## config.mk

```make
export PLATFORM = sky130hd
export DESIGN_NAME = fcgo_fine_clamp_gain_offset
export DESIGN_NICKNAME = d
export VERILOG_FILES = /design/src/rtl/fcgo_fine_clamp_gain_offset.v
export VERILOG_INCLUDE_DIRS = /design/src /design/src/rtl
export SDC_FILE = /design/constraint.sdc
export NUM_CORES = 1
export LEC_CHECK = 0
export BUFFER_PORTS_ARGS = -buffer_cell sky130_fd_sc_hd__buf_2
export CORE_ASPECT_RATIO = 0.9
export CORE_MARGIN = 1.5
export CORE_UTILIZATION = 50
export CTS_CLUSTER_SIZE = 30
export DETAILED_ROUTE_END_ITERATION = 8
export PLACE_DENSITY = 0.64
export SYNTH_ARGS = -nofsm -noshare
export SYNTH_HDL_FRONTEND = slang
export SYNTH_SLANG_ARGS = --single-unit
```

## constraint.sdc

```tcl
create_clock -name clk_sys -period 23.9 [get_ports clk_sys]
set_clock_uncertainty 0.2 [all_clocks]
set_input_delay 0 -clock clk_sys [delete_from_list [all_inputs] [get_ports clk_sys]]
set_output_delay 0 -clock clk_sys [all_outputs]
set_load 0.02 [all_outputs]
```

## src/rtl/fcgo_defs.vh

```
`ifndef FCGO_DEFS_VH
`define FCGO_DEFS_VH
// register subaddresses
`define FCGO_ADDR_CLAMP_START    8'h05
`define FCGO_ADDR_CLAMP_WIDTH    8'h06
`define FCGO_ADDR_HORIZONTAL_SYNC_OUTPUT_WIDTH    8'h07
`define FCGO_ADDR_GAIN_B         8'h08
`define FCGO_ADDR_GAIN_G         8'h09
`define FCGO_ADDR_GAIN_R         8'h0A
`define FCGO_ADDR_OFS_B          8'h0B
`define FCGO_ADDR_OFS_G          8'h0C
`define FCGO_ADDR_OFS_R          8'h0D
`define FCGO_ADDR_CLAMP_CTRL     8'h0F
`define FCGO_ADDR_CLAMP_SEL      8'h10
`define FCGO_ADDR_OFS_LSB        8'h1D
`define FCGO_ADDR_CLAMP_EN       8'h2A
// reset values
`define FCGO_RST_CLAMP_START     8'h32
`define FCGO_RST_CLAMP_WIDTH     8'h20
`define FCGO_RST_HORIZONTAL_SYNC_OUTPUT_WIDTH     8'h20
`define FCGO_RST_GAIN            8'h00
`define FCGO_RST_OFS             8'h80
`define FCGO_RST_CLAMP_CTRL      8'h00
`define FCGO_RST_CLAMP_SEL       8'h00
`define FCGO_RST_OFS_LSB         8'h00
`define FCGO_RST_CLAMP_EN        8'h07
// field positions
`define FCGO_CTRL_SRC_BIT        7
`define FCGO_CTRL_POL_BIT        6
`define FCGO_SEL_R_BIT           0
`define FCGO_SEL_G_BIT           1
`define FCGO_LSB_SEL_B_BIT       6
`define FCGO_LSB_B_HI            5
`define FCGO_LSB_B_LO            4
`define FCGO_LSB_G_HI            3
`define FCGO_LSB_G_LO            2
`define FCGO_LSB_R_HI            1
`define FCGO_LSB_R_LO            0
`define FCGO_EN_R_BIT            0
`define FCGO_EN_G_BIT            1
`define FCGO_EN_B_BIT            2
// datapath constants
`define FCGO_GAIN_UNITY          10'h100
`define FCGO_OFS_ZERO            11'h200
`define FCGO_MID_LEVEL           14'h0200
`define FCGO_CODE_MAX            14'h03FF
`define FCGO_CNT_MAX             9'h1FF
`endif

```

## src/rtl/fcgo_fine_clamp_gain_offset.v

```verilog
// Function
// - internal clamp starts clamp-start pixel clocks after the horizontal sync edge
// - with external timing selected, clamp start is ignored; window follows external pin
// - internal clamp pulse lasts clamp-width pixels, default 32
// - horizontal sync output pulse lasts output-width pixels, default 32
// - per-channel gain is one plus code over 256, unity at zero
// - separate blue, green, red gains act on digitized samples only
// - fine offset is 10 bits: upper byte per channel, two LSBs shared register
// - offset upper byte is offset binary, 80h meaning zero
// - default offset gives blank at 0 bottom-clamped, 512 mid-clamped
// - fine offset added digitally per channel after conversion
// - clamp timing source bit: zero internal window, one external clamp pin
// - per-channel clamp select: bottom or mid level; ignored when clamp disabled
`timescale 1ns/1ps
`default_nettype none
`include "fcgo_defs.vh"

module fcgo_fine_clamp_gain_offset (
    // clock and reset
    input  wire        clk_sys,
    input  wire        reset,
    // register port from the serial slave
    input  wire [7:0]  reg_addr,
    input  wire [7:0]  reg_wdata,
    input  wire        reg_wr,
    output reg  [7:0]  reg_rdata_q,
    // sync and clamp pins
    input  wire        hsync_in,
    input  wire        ext_clamp_in,
    // converted samples, one pixel per clock
    input  wire [9:0]  adc_blue,
    input  wire [9:0]  adc_green,
    input  wire [9:0]  adc_red,
    // timing outputs
    output reg         horizontal_sync_output_q,
    output reg         clamp_window_q,
    output reg  [2:0]  clamp_mid_level_q,
    // processed samples
    output reg  [9:0]  out_blue_q,
    output reg  [9:0]  out_green_q,
    output reg  [9:0]  out_red_q
);

    // registers
    reg [7:0]  clamp_start_delay_q;
    reg [7:0]  clamp_pulse_width_q;
    reg [7:0]  hsync_output_pulse_width_q;
    reg [7:0]  blue_digital_gain_q;
    reg [7:0]  green_digital_gain_q;
    reg [7:0]  red_digital_gain_q;
    reg [7:0]  blue_digital_offset_upper_q;
    reg [7:0]  green_digital_offset_upper_q;
    reg [7:0]  red_digital_offset_upper_q;
    reg [7:0]  clamp_ctrl_q;
    reg [7:0]  clamp_select_q;
    reg [7:0]  offset_lsb_q;
    reg [7:0]  clamp_enable_q;

    // synchronisers
    reg        hs_meta_q;
    reg        hs_sync_q;
    reg        hs_prev_q;
    reg        ext_meta_q;
    reg        ext_sync_q;

    // line timing
    reg [8:0]  pix_cnt_q;
    reg        line_seen_q;

    // sample input stage
    reg [9:0]  smp_b_q;
    reg [9:0]  smp_g_q;
    reg [9:0]  smp_r_q;

    wire       clamp_timing_source;
    wire       hs_edge;
    wire [8:0] clamp_end;
    wire       int_clamp;
    wire       ext_clamp;
    wire       mid_b;
    wire       mid_g;
    wire       mid_r;
    wire [9:0] ofs_b;
    wire [9:0] ofs_g;
    wire [9:0] ofs_r;
    wire [9:0] proc_b;
    wire [9:0] proc_g;
    wire [9:0] proc_r;
    wire       horizontal_sync_output_d;
    wire       clamp_window_d;
    wire [2:0] clamp_mid_level_d;
    reg  [7:0] rd_mux;

    // half-open span test on the pixel count; shared by the sync output and the clamp window
    function in_span;
        input [8:0] cnt;
        input [8:0] first;
        input [8:0] last_ex;
        begin
            in_span = (cnt >= first) && (cnt < last_ex);
        end
    endfunction

    // gain, offset and saturation of one sample
    function [9:0] chan_proc;
        input [9:0] smp;
        input [7:0] gain;
        input [9:0] ofs;
        input       mid;
        reg signed [10:0] x;
        reg signed [10:0] gmul;
        reg signed [21:0] prod;
        reg signed [13:0] sum;
        reg signed [13:0] scaled;
        reg signed [13:0] ofs_s;
        reg signed [13:0] lvl;
        begin
            // mid-clamped samples are centred so gain pivots on blank
            x    = mid ? ($signed({1'b0, smp}) - $signed(`FCGO_OFS_ZERO)) : $signed({1'b0, smp});
            gmul = $signed({1'b0, `FCGO_GAIN_UNITY + {2'b00, gain}});
            prod = x * gmul;
            scaled = prod[21:8];
            ofs_s  = $signed({4'h0, ofs}) - $signed({3'b000, `FCGO_OFS_ZERO});
            lvl    = mid ? `FCGO_MID_LEVEL : 14'h0000;
            sum    = scaled + ofs_s + lvl;
            if (sum < $signed(14'h0000)) begin
                chan_proc = 10'h000;
            end else if (sum > $signed(`FCGO_CODE_MAX)) begin
                chan_proc = 10'h3FF;
            end else begin
                chan_proc = sum[9:0];
            end
        end
    endfunction

    assign clamp_timing_source = clamp_ctrl_q[`FCGO_CTRL_SRC_BIT];
    assign hs_edge             = hs_sync_q & ~hs_prev_q;

    // rules-of-thumb settings for start and width are software's concern; hardware takes any value
    assign clamp_end = {1'b0, clamp_start_delay_q} + {1'b0, clamp_pulse_width_q};
    assign int_clamp = line_seen_q
                     & in_span(pix_cnt_q, {1'b0, clamp_start_delay_q}, clamp_end);
    // polarity bit lets an active-low external pulse open the same window
    assign ext_clamp = ext_sync_q ^ clamp_ctrl_q[`FCGO_CTRL_POL_BIT];

    // select only counts when the channel's fine clamp is on
    assign mid_b = clamp_enable_q[`FCGO_EN_B_BIT] & offset_lsb_q[`FCGO_LSB_SEL_B_BIT];
    assign mid_g = clamp_enable_q[`FCGO_EN_G_BIT] & clamp_select_q[`FCGO_SEL_G_BIT];
    assign mid_r = clamp_enable_q[`FCGO_EN_R_BIT] & clamp_select_q[`FCGO_SEL_R_BIT];

    assign ofs_b = {blue_digital_offset_upper_q,
                    offset_lsb_q[`FCGO_LSB_B_HI:`FCGO_LSB_B_LO]};
    assign ofs_g = {green_digital_offset_upper_q,
                    offset_lsb_q[`FCGO_LSB_G_HI:`FCGO_LSB_G_LO]};
    assign ofs_r = {red_digital_offset_upper_q,
                    offset_lsb_q[`FCGO_LSB_R_HI:`FCGO_LSB_R_LO]};

    // saturation lives inside chan_proc, so a wrapped code can never reach the pins
    assign proc_b = chan_proc(smp_b_q, blue_digital_gain_q, ofs_b, mid_b);
    assign proc_g = chan_proc(smp_g_q, green_digital_gain_q, ofs_g, mid_g);
    assign proc_r = chan_proc(smp_r_q, red_digital_gain_q, ofs_r, mid_r);

    // next values of the timing outputs
    assign horizontal_sync_output_d = line_seen_q
                                    & in_span(pix_cnt_q, 9'h000, {1'b0, hsync_output_pulse_width_q});
    assign clamp_window_d           = clamp_timing_source ? ext_clamp : int_clamp;
    assign clamp_mid_level_d        = {mid_b, mid_g, mid_r};

    // register writes
    always @(posedge clk_sys or posedge reset) begin
        if (reset) begin
            clamp_start_delay_q          <= `FCGO_RST_CLAMP_START;
            clamp_pulse_width_q          <= `FCGO_RST_CLAMP_WIDTH;
            hsync_output_pulse_width_q   <= `FCGO_RST_HORIZONTAL_SYNC_OUTPUT_WIDTH;
            blue_digital_gain_q          <= `FCGO_RST_GAIN;
            green_digital_gain_q         <= `FCGO_RST_GAIN;
            red_digital_gain_q           <= `FCGO_RST_GAIN;
            blue_digital_offset_upper_q  <= `FCGO_RST_OFS;
            green_digital_offset_upper_q <= `FCGO_RST_OFS;
            red_digital_offset_upper_q   <= `FCGO_RST_OFS;
            clamp_ctrl_q                 <= `FCGO_RST_CLAMP_CTRL;
            clamp_select_q               <= `FCGO_RST_CLAMP_SEL;
            offset_lsb_q                 <= `FCGO_RST_OFS_LSB;
            clamp_enable_q               <= `FCGO_RST_CLAMP_EN;
        end else if (reg_wr) begin
            case (reg_addr)
                `FCGO_ADDR_CLAMP_START: clamp_start_delay_q          <= reg_wdata;
                `FCGO_ADDR_CLAMP_WIDTH: clamp_pulse_width_q          <= reg_wdata;
                `FCGO_ADDR_HORIZONTAL_SYNC_OUTPUT_WIDTH: hsync_output_pulse_width_q   <= reg_wdata;
                `FCGO_ADDR_GAIN_B:      blue_digital_gain_q          <= reg_wdata;
                `FCGO_ADDR_GAIN_G:      green_digital_gain_q         <= reg_wdata;
                `FCGO_ADDR_GAIN_R:      red_digital_gain_q           <= reg_wdata;
                `FCGO_ADDR_OFS_B:       blue_digital_offset_upper_q  <= reg_wdata;
                `FCGO_ADDR_OFS_G:       green_digital_offset_upper_q <= reg_wdata;
                `FCGO_ADDR_OFS_R:       red_digital_offset_upper_q   <= reg_wdata;
                `FCGO_ADDR_CLAMP_CTRL:  clamp_ctrl_q                 <= reg_wdata;
                `FCGO_ADDR_CLAMP_SEL:   clamp_select_q               <= reg_wdata;
                `FCGO_ADDR_OFS_LSB:     offset_lsb_q                 <= reg_wdata;
                `FCGO_ADDR_CLAMP_EN:    clamp_enable_q               <= reg_wdata;
                default: ;
            endcase
        end
    end

    // readback mux; unmapped subaddresses read zero
    always @* begin
        case (reg_addr)
            `FCGO_ADDR_CLAMP_START: rd_mux = clamp_start_delay_q;
            `FCGO_ADDR_CLAMP_WIDTH: rd_mux = clamp_pulse_width_q;
            `FCGO_ADDR_HORIZONTAL_SYNC_OUTPUT_WIDTH: rd_mux = hsync_output_pulse_width_q;
            `FCGO_ADDR_GAIN_B:      rd_mux = blue_digital_gain_q;
            `FCGO_ADDR_GAIN_G:      rd_mux = green_digital_gain_q;
            `FCGO_ADDR_GAIN_R:      rd_mux = red_digital_gain_q;
            `FCGO_ADDR_OFS_B:       rd_mux = blue_digital_offset_upper_q;
            `FCGO_ADDR_OFS_G:       rd_mux = green_digital_offset_upper_q;
            `FCGO_ADDR_OFS_R:       rd_mux = red_digital_offset_upper_q;
            `FCGO_ADDR_CLAMP_CTRL:  rd_mux = clamp_ctrl_q;
            `FCGO_ADDR_CLAMP_SEL:   rd_mux = clamp_select_q;
            `FCGO_ADDR_OFS_LSB:     rd_mux = offset_lsb_q;
            `FCGO_ADDR_CLAMP_EN:    rd_mux = clamp_enable_q;
            default:                rd_mux = 8'h00;
        endcase
    end

    // readback register, so the port never shows decode glitches
    always @(posedge clk_sys or posedge reset) begin
        if (reset) begin
            reg_rdata_q <= 8'h00;
        end else begin
            reg_rdata_q <= rd_mux;
        end
    end

    // pin synchronisers; first stage feeds only the second
    always @(posedge clk_sys or posedge reset) begin
        if (reset) begin
            hs_meta_q  <= 1'b0;
            hs_sync_q  <= 1'b0;
            hs_prev_q  <= 1'b0;
            ext_meta_q <= 1'b0;
            ext_sync_q <= 1'b0;
        end else begin
            hs_meta_q  <= hsync_in;
            hs_sync_q  <= hs_meta_q;
            hs_prev_q  <= hs_sync_q;
            ext_meta_q <= ext_clamp_in;
            ext_sync_q <= ext_meta_q;
        end
    end

    // pixel counter from the sync leading edge; saturates so long lines cannot retrigger
    // nine bits cover start plus width up to 510, one short of the saturation value
    always @(posedge clk_sys or posedge reset) begin
        if (reset) begin
            pix_cnt_q   <= `FCGO_CNT_MAX;
            line_seen_q <= 1'b0;
        end else if (hs_edge) begin
            pix_cnt_q   <= 9'h000;
            line_seen_q <= 1'b1;
        end else if (pix_cnt_q != `FCGO_CNT_MAX) begin
            pix_cnt_q   <= pix_cnt_q + 9'h001;
        end
    end

    // timing outputs
    always @(posedge clk_sys or posedge reset) begin
        if (reset) begin
            horizontal_sync_output_q <= 1'b0;
            clamp_window_q           <= 1'b0;
            clamp_mid_level_q        <= 3'b000;
        end else begin
            horizontal_sync_output_q <= horizontal_sync_output_d;
            clamp_window_q           <= clamp_window_d;
            clamp_mid_level_q        <= clamp_mid_level_d;
        end
    end

    // two-stage datapath: capture, then process
    // the capture stage keeps the multiplier path away from the converter outputs
    always @(posedge clk_sys or posedge reset) begin
        if (reset) begin
            smp_b_q     <= 10'h000;
            smp_g_q     <= 10'h000;
            smp_r_q     <= 10'h000;
            out_blue_q  <= 10'h000;
            out_green_q <= 10'h000;
            out_red_q   <= 10'h000;
        end else begin
            smp_b_q     <= adc_blue;
            smp_g_q     <= adc_green;
            smp_r_q     <= adc_red;
            out_blue_q  <= proc_b;
            out_green_q <= proc_g;
            out_red_q   <= proc_r;
        end
    end

endmodule // fcgo_fine_clamp_gain_offset
`default_nettype wire

```

==> impl_results.md <==
* Status: completed
* Synthesized instance count at ~2,200
* # clock sinks at 192
* WS Path Type: reg -> reg
* Drt wl/cell at ~18 um
* Share of the synthesized area in the top cell type at 0.257
* Adder-Cell Fraction of Synth Area at 0.402
* Critical Path Source: clamp_enable_q[0]
* Post-synthesis register bit count at 192
* Worst-path fanout max at 10
* YS warnings at 0
* Largest net degree at the start of global routing at 120
* CTS H-tree depth at 4
* Sequential-to-total area share from yosys stat at 0.222
* Worst Hold Class: in -> reg
* Antenna Violating Nets Remaining at 0
* Critical path endpoint category: flip-flop
* Initial Util at 0.507
* Fin crit share at 0.342
* Fin crit period at around 8200 ps
* Synthesized Nets at 2,764
* Inst Count DP at ~2,800
* All-Layer GR Usage at 0.247
* Post-route cell area at approximately 0.024 sq mm
* Main combinational cell family by area after synthesis: adder cells
* Slew margin rel. at 0.349
* DR iter-0 viols at around 960
* Via/cell ratio at approximately 5.3
* Pre-Repair DR Iteration Count at 6
* Worst IR Drop VDD at between 0.05 and 0.06 mV
* Placed cell area at 0.0227 sq mm
* RSZ-0062 raised after global routing: false
* CP top delay family: adder cells
* Worst Setup Start Kind: flip-flop
* Pwr Density at between 40 and 50 mW/mm^2
* Initial antenna violation count at 0
* Die area at between 0.04 and 0.05 sq mm
* Post-synth EDFFs at 0
* First-pass GRT wire length at 86.5 mm
* Max incr delay on CP at 550 ps
* Synthesis-to-finish area growth at 11.0%
* Hold WS at roughly 43 ps
* Die Ht at 201 um
* Filler cells at roughly 3,800
* Most frequent cell after synthesis: inv_1
* Tot Pwr at roughly 1.1 mW
* Fin. Hold Viols at 0
* Commonest cells in the netlist: inv_1 (472), fa_1 (280), ha_1 (252), nand2_1 (216), dfrtp_1 (172)
* CP required at around 24,000 ps
* Nets at approximately 2,900
* Share of cells above drive strength 1 at 0.123
* Netlist cell types at between 70 and 80
* Crit-path most repeated cell: fa_1
* Leakage power at roughly 13 nW
* Synth Flop Type: dfrtp_1
* Max Cap Violations at 0
* Avg Inst Size Synth at between 9 and 10 sq um
* Die Wd at between 200 and 250 um
* Post-CTS Setup Inserts at 0
* Total number of vias at ~15,000
* CTS Hold Bufs at 77
* Hpwl dp at 40.2 mm
* Mapped Area at ~0.022 sq mm
* Diode count at 0
* Routed Wire Length at a little over 50 mm
* Port bufs at 93
* Count of buffer and inverter cells on the critical path at 2
* Vias in the first global route at 16,554
* Synth top area cells: fa_1 (26%), dfrtp_1 (20%), ha_1 (14%)
* Complex-gate fraction of the synthesized area at 0.0863
* # setup viols final at 0
* Worst reg2reg setup slack at between 15,000 and 20,000 ps
* CTS buffer count at 17
* Clock transition at path regs at about 80 ps
* Slew Limit Fails at 0
* Sum Neg Setup Slack at 0 ps
* RR Endpoint: out_red_q[1]
* CTS tree: yes
* Clock Root Buffer: clkbuf_16
* Ports at 94
* Critical Path Stages at 27
* Leading area contributor after synthesis: fa_1
* Clk buf depth at 2
* R2r startpoint: clamp_enable_q[0]
* Mux cell area share after synthesis at 0.0552
* Worst-case reg-to-reg path depth at 27
* Overflow after GRT at 0
* End of the critical path: out_red_q[1]
* Critical Path AT at approximately 8300 ps
* Routability cong. at ~0.88
* CORE AREA at 0.0430 sq mm
* Rows at 72
* Critical path's slowest cell: dfstp_2
* Post-CTS resize count at 0
* Measured slew at the worst slew-check pin at 976 ps
* Post-synthesis xor/xnor area fraction at 0.0364
* Simple-gate portion of the synthesized area at 0.107
* Max Clk Rate at between 100 and 150 MHz
* Insertion delay to the later sink of the worst-skew pair at roughly 500 ps
* Ys async rst share at 1.00
* Post-route insts no fill at between 2,000 and 3,000
* # DRC at 0
[per-stage QoR]
| step | setup slack (ps) | utilization |
|---|---|---|
| finish | 15730 | 0.562 |
| global route | 15300 | 0.562 |
| CTS | 15740 | 0.562 |
| detailed placement | 15760 | 0.529 |
| global placement | 15990 | 0.529 |
| floorplan | 16440 | - |
[power breakdown]
part / internal [mW] / total, mW / switching, mW
Clock: 0.155 / 0.321 / 0.165
Combinational: 0.170 / 0.382 / 0.211
Sequential: 0.358 / 0.397 / 0.0392
[worst min-delay path by stage]
stage,startpoint,endpoint,slack [ps],depth (start not counted)
5_1_grt,reg_addr[1],blue_digital_gain_q[5],50,4
2_1_floorplan,ext_clamp_in,ext_meta_q,-170,0
6_report,reg_addr[1],blue_digital_gain_q[3],40,4
4_1_cts,reg_addr[1],blue_digital_gain_q[4],3,4
3_3_place_gp,adc_green[9],smp_g_q[9],-90,1
3_5_place_dp,adc_blue[0],smp_b_q[0],-90,1
[area by class of cell]
type / count / area (sq um) / area share
well taps: 555 / 694 / 0.0287
clock buffers: 17 / 425 / 0.0176
repair buffers: 172 / 1250 / 0.0518
inverters: 472 / 1780 / 0.0736
multi-input cells: 1465 / 15000 / 0.619
flip-flops and latches: 192 / 4830 / 0.200
clock inverters: 15 / 220 / 0.00911
[layer usage]
layer	GRT usage	up-vias	routed length (um)
li1	-	7224	-
met1	0.343	7586	23500
met2	0.395	373	23500
met3	0.0498	59	3060
met4	0.0663	0	943
met5	0	-	0
[worst reg2reg max path, stage by stage (launching register included)]
cell and delay, ps:
dfstp_2 550, and2_1 320, ha_1 380, inv_1 190, nand2_1 110, fa_1 550, inv_1 50, fa_1 510
fa_1 440, fa_1 520, fa_1 500, ha_1 340, o21ai_0 180, nand2b_1 100, and3_1 200, a22oi_2 230
nor2b_1 100, nor2_1 120, xnor2_1 150, ha_1 270, ha_1 230, or3_1 390, o211a_1 240, o21a_1 180
o21ai_1 220, a21oi_1 110, xnor3_2 510, o21a_1 160
[cells in the final DEF, fill, tap and decap left out, drive strengths merged, types with 4 or more instances in the layout]
master       count
a21oi           48
o21a            44
nand2b          17
o21ai           40
a21o            35
buf             95
nor2b           23
o21bai           8
and3             5
nand4            4
dlygate4sd3     77
a22o             8
clkinv           5
or3              8
xor2            17
inv            481
a222oi          15
fa             280
clkbuf          17
or2              4
dfrtp          172
dfstp           20
and2            82
nor3            16
mux2           105
nand2          217
a31oi            6
xnor2           69
ha             252
nor2            67
a221oi          15
nand3           22
a31o             8
[registers in the layout (all words and copies together), names as in the netlist, 9 cells and up]
register / flops
out_green_q: 10
out_blue_q: 10
out_red_q: 10
smp_b_q: 10
smp_r_q: 10
smp_g_q: 10
pix_cnt_q: 9
[logic make-up after synthesis]
family,Yosys count
fa+ha+maj,532
buf+inv,524
simple gates,480
compound gates,259
flops,192
mux,107
xor+xnor,87
(Power assumes the default switching activity.)
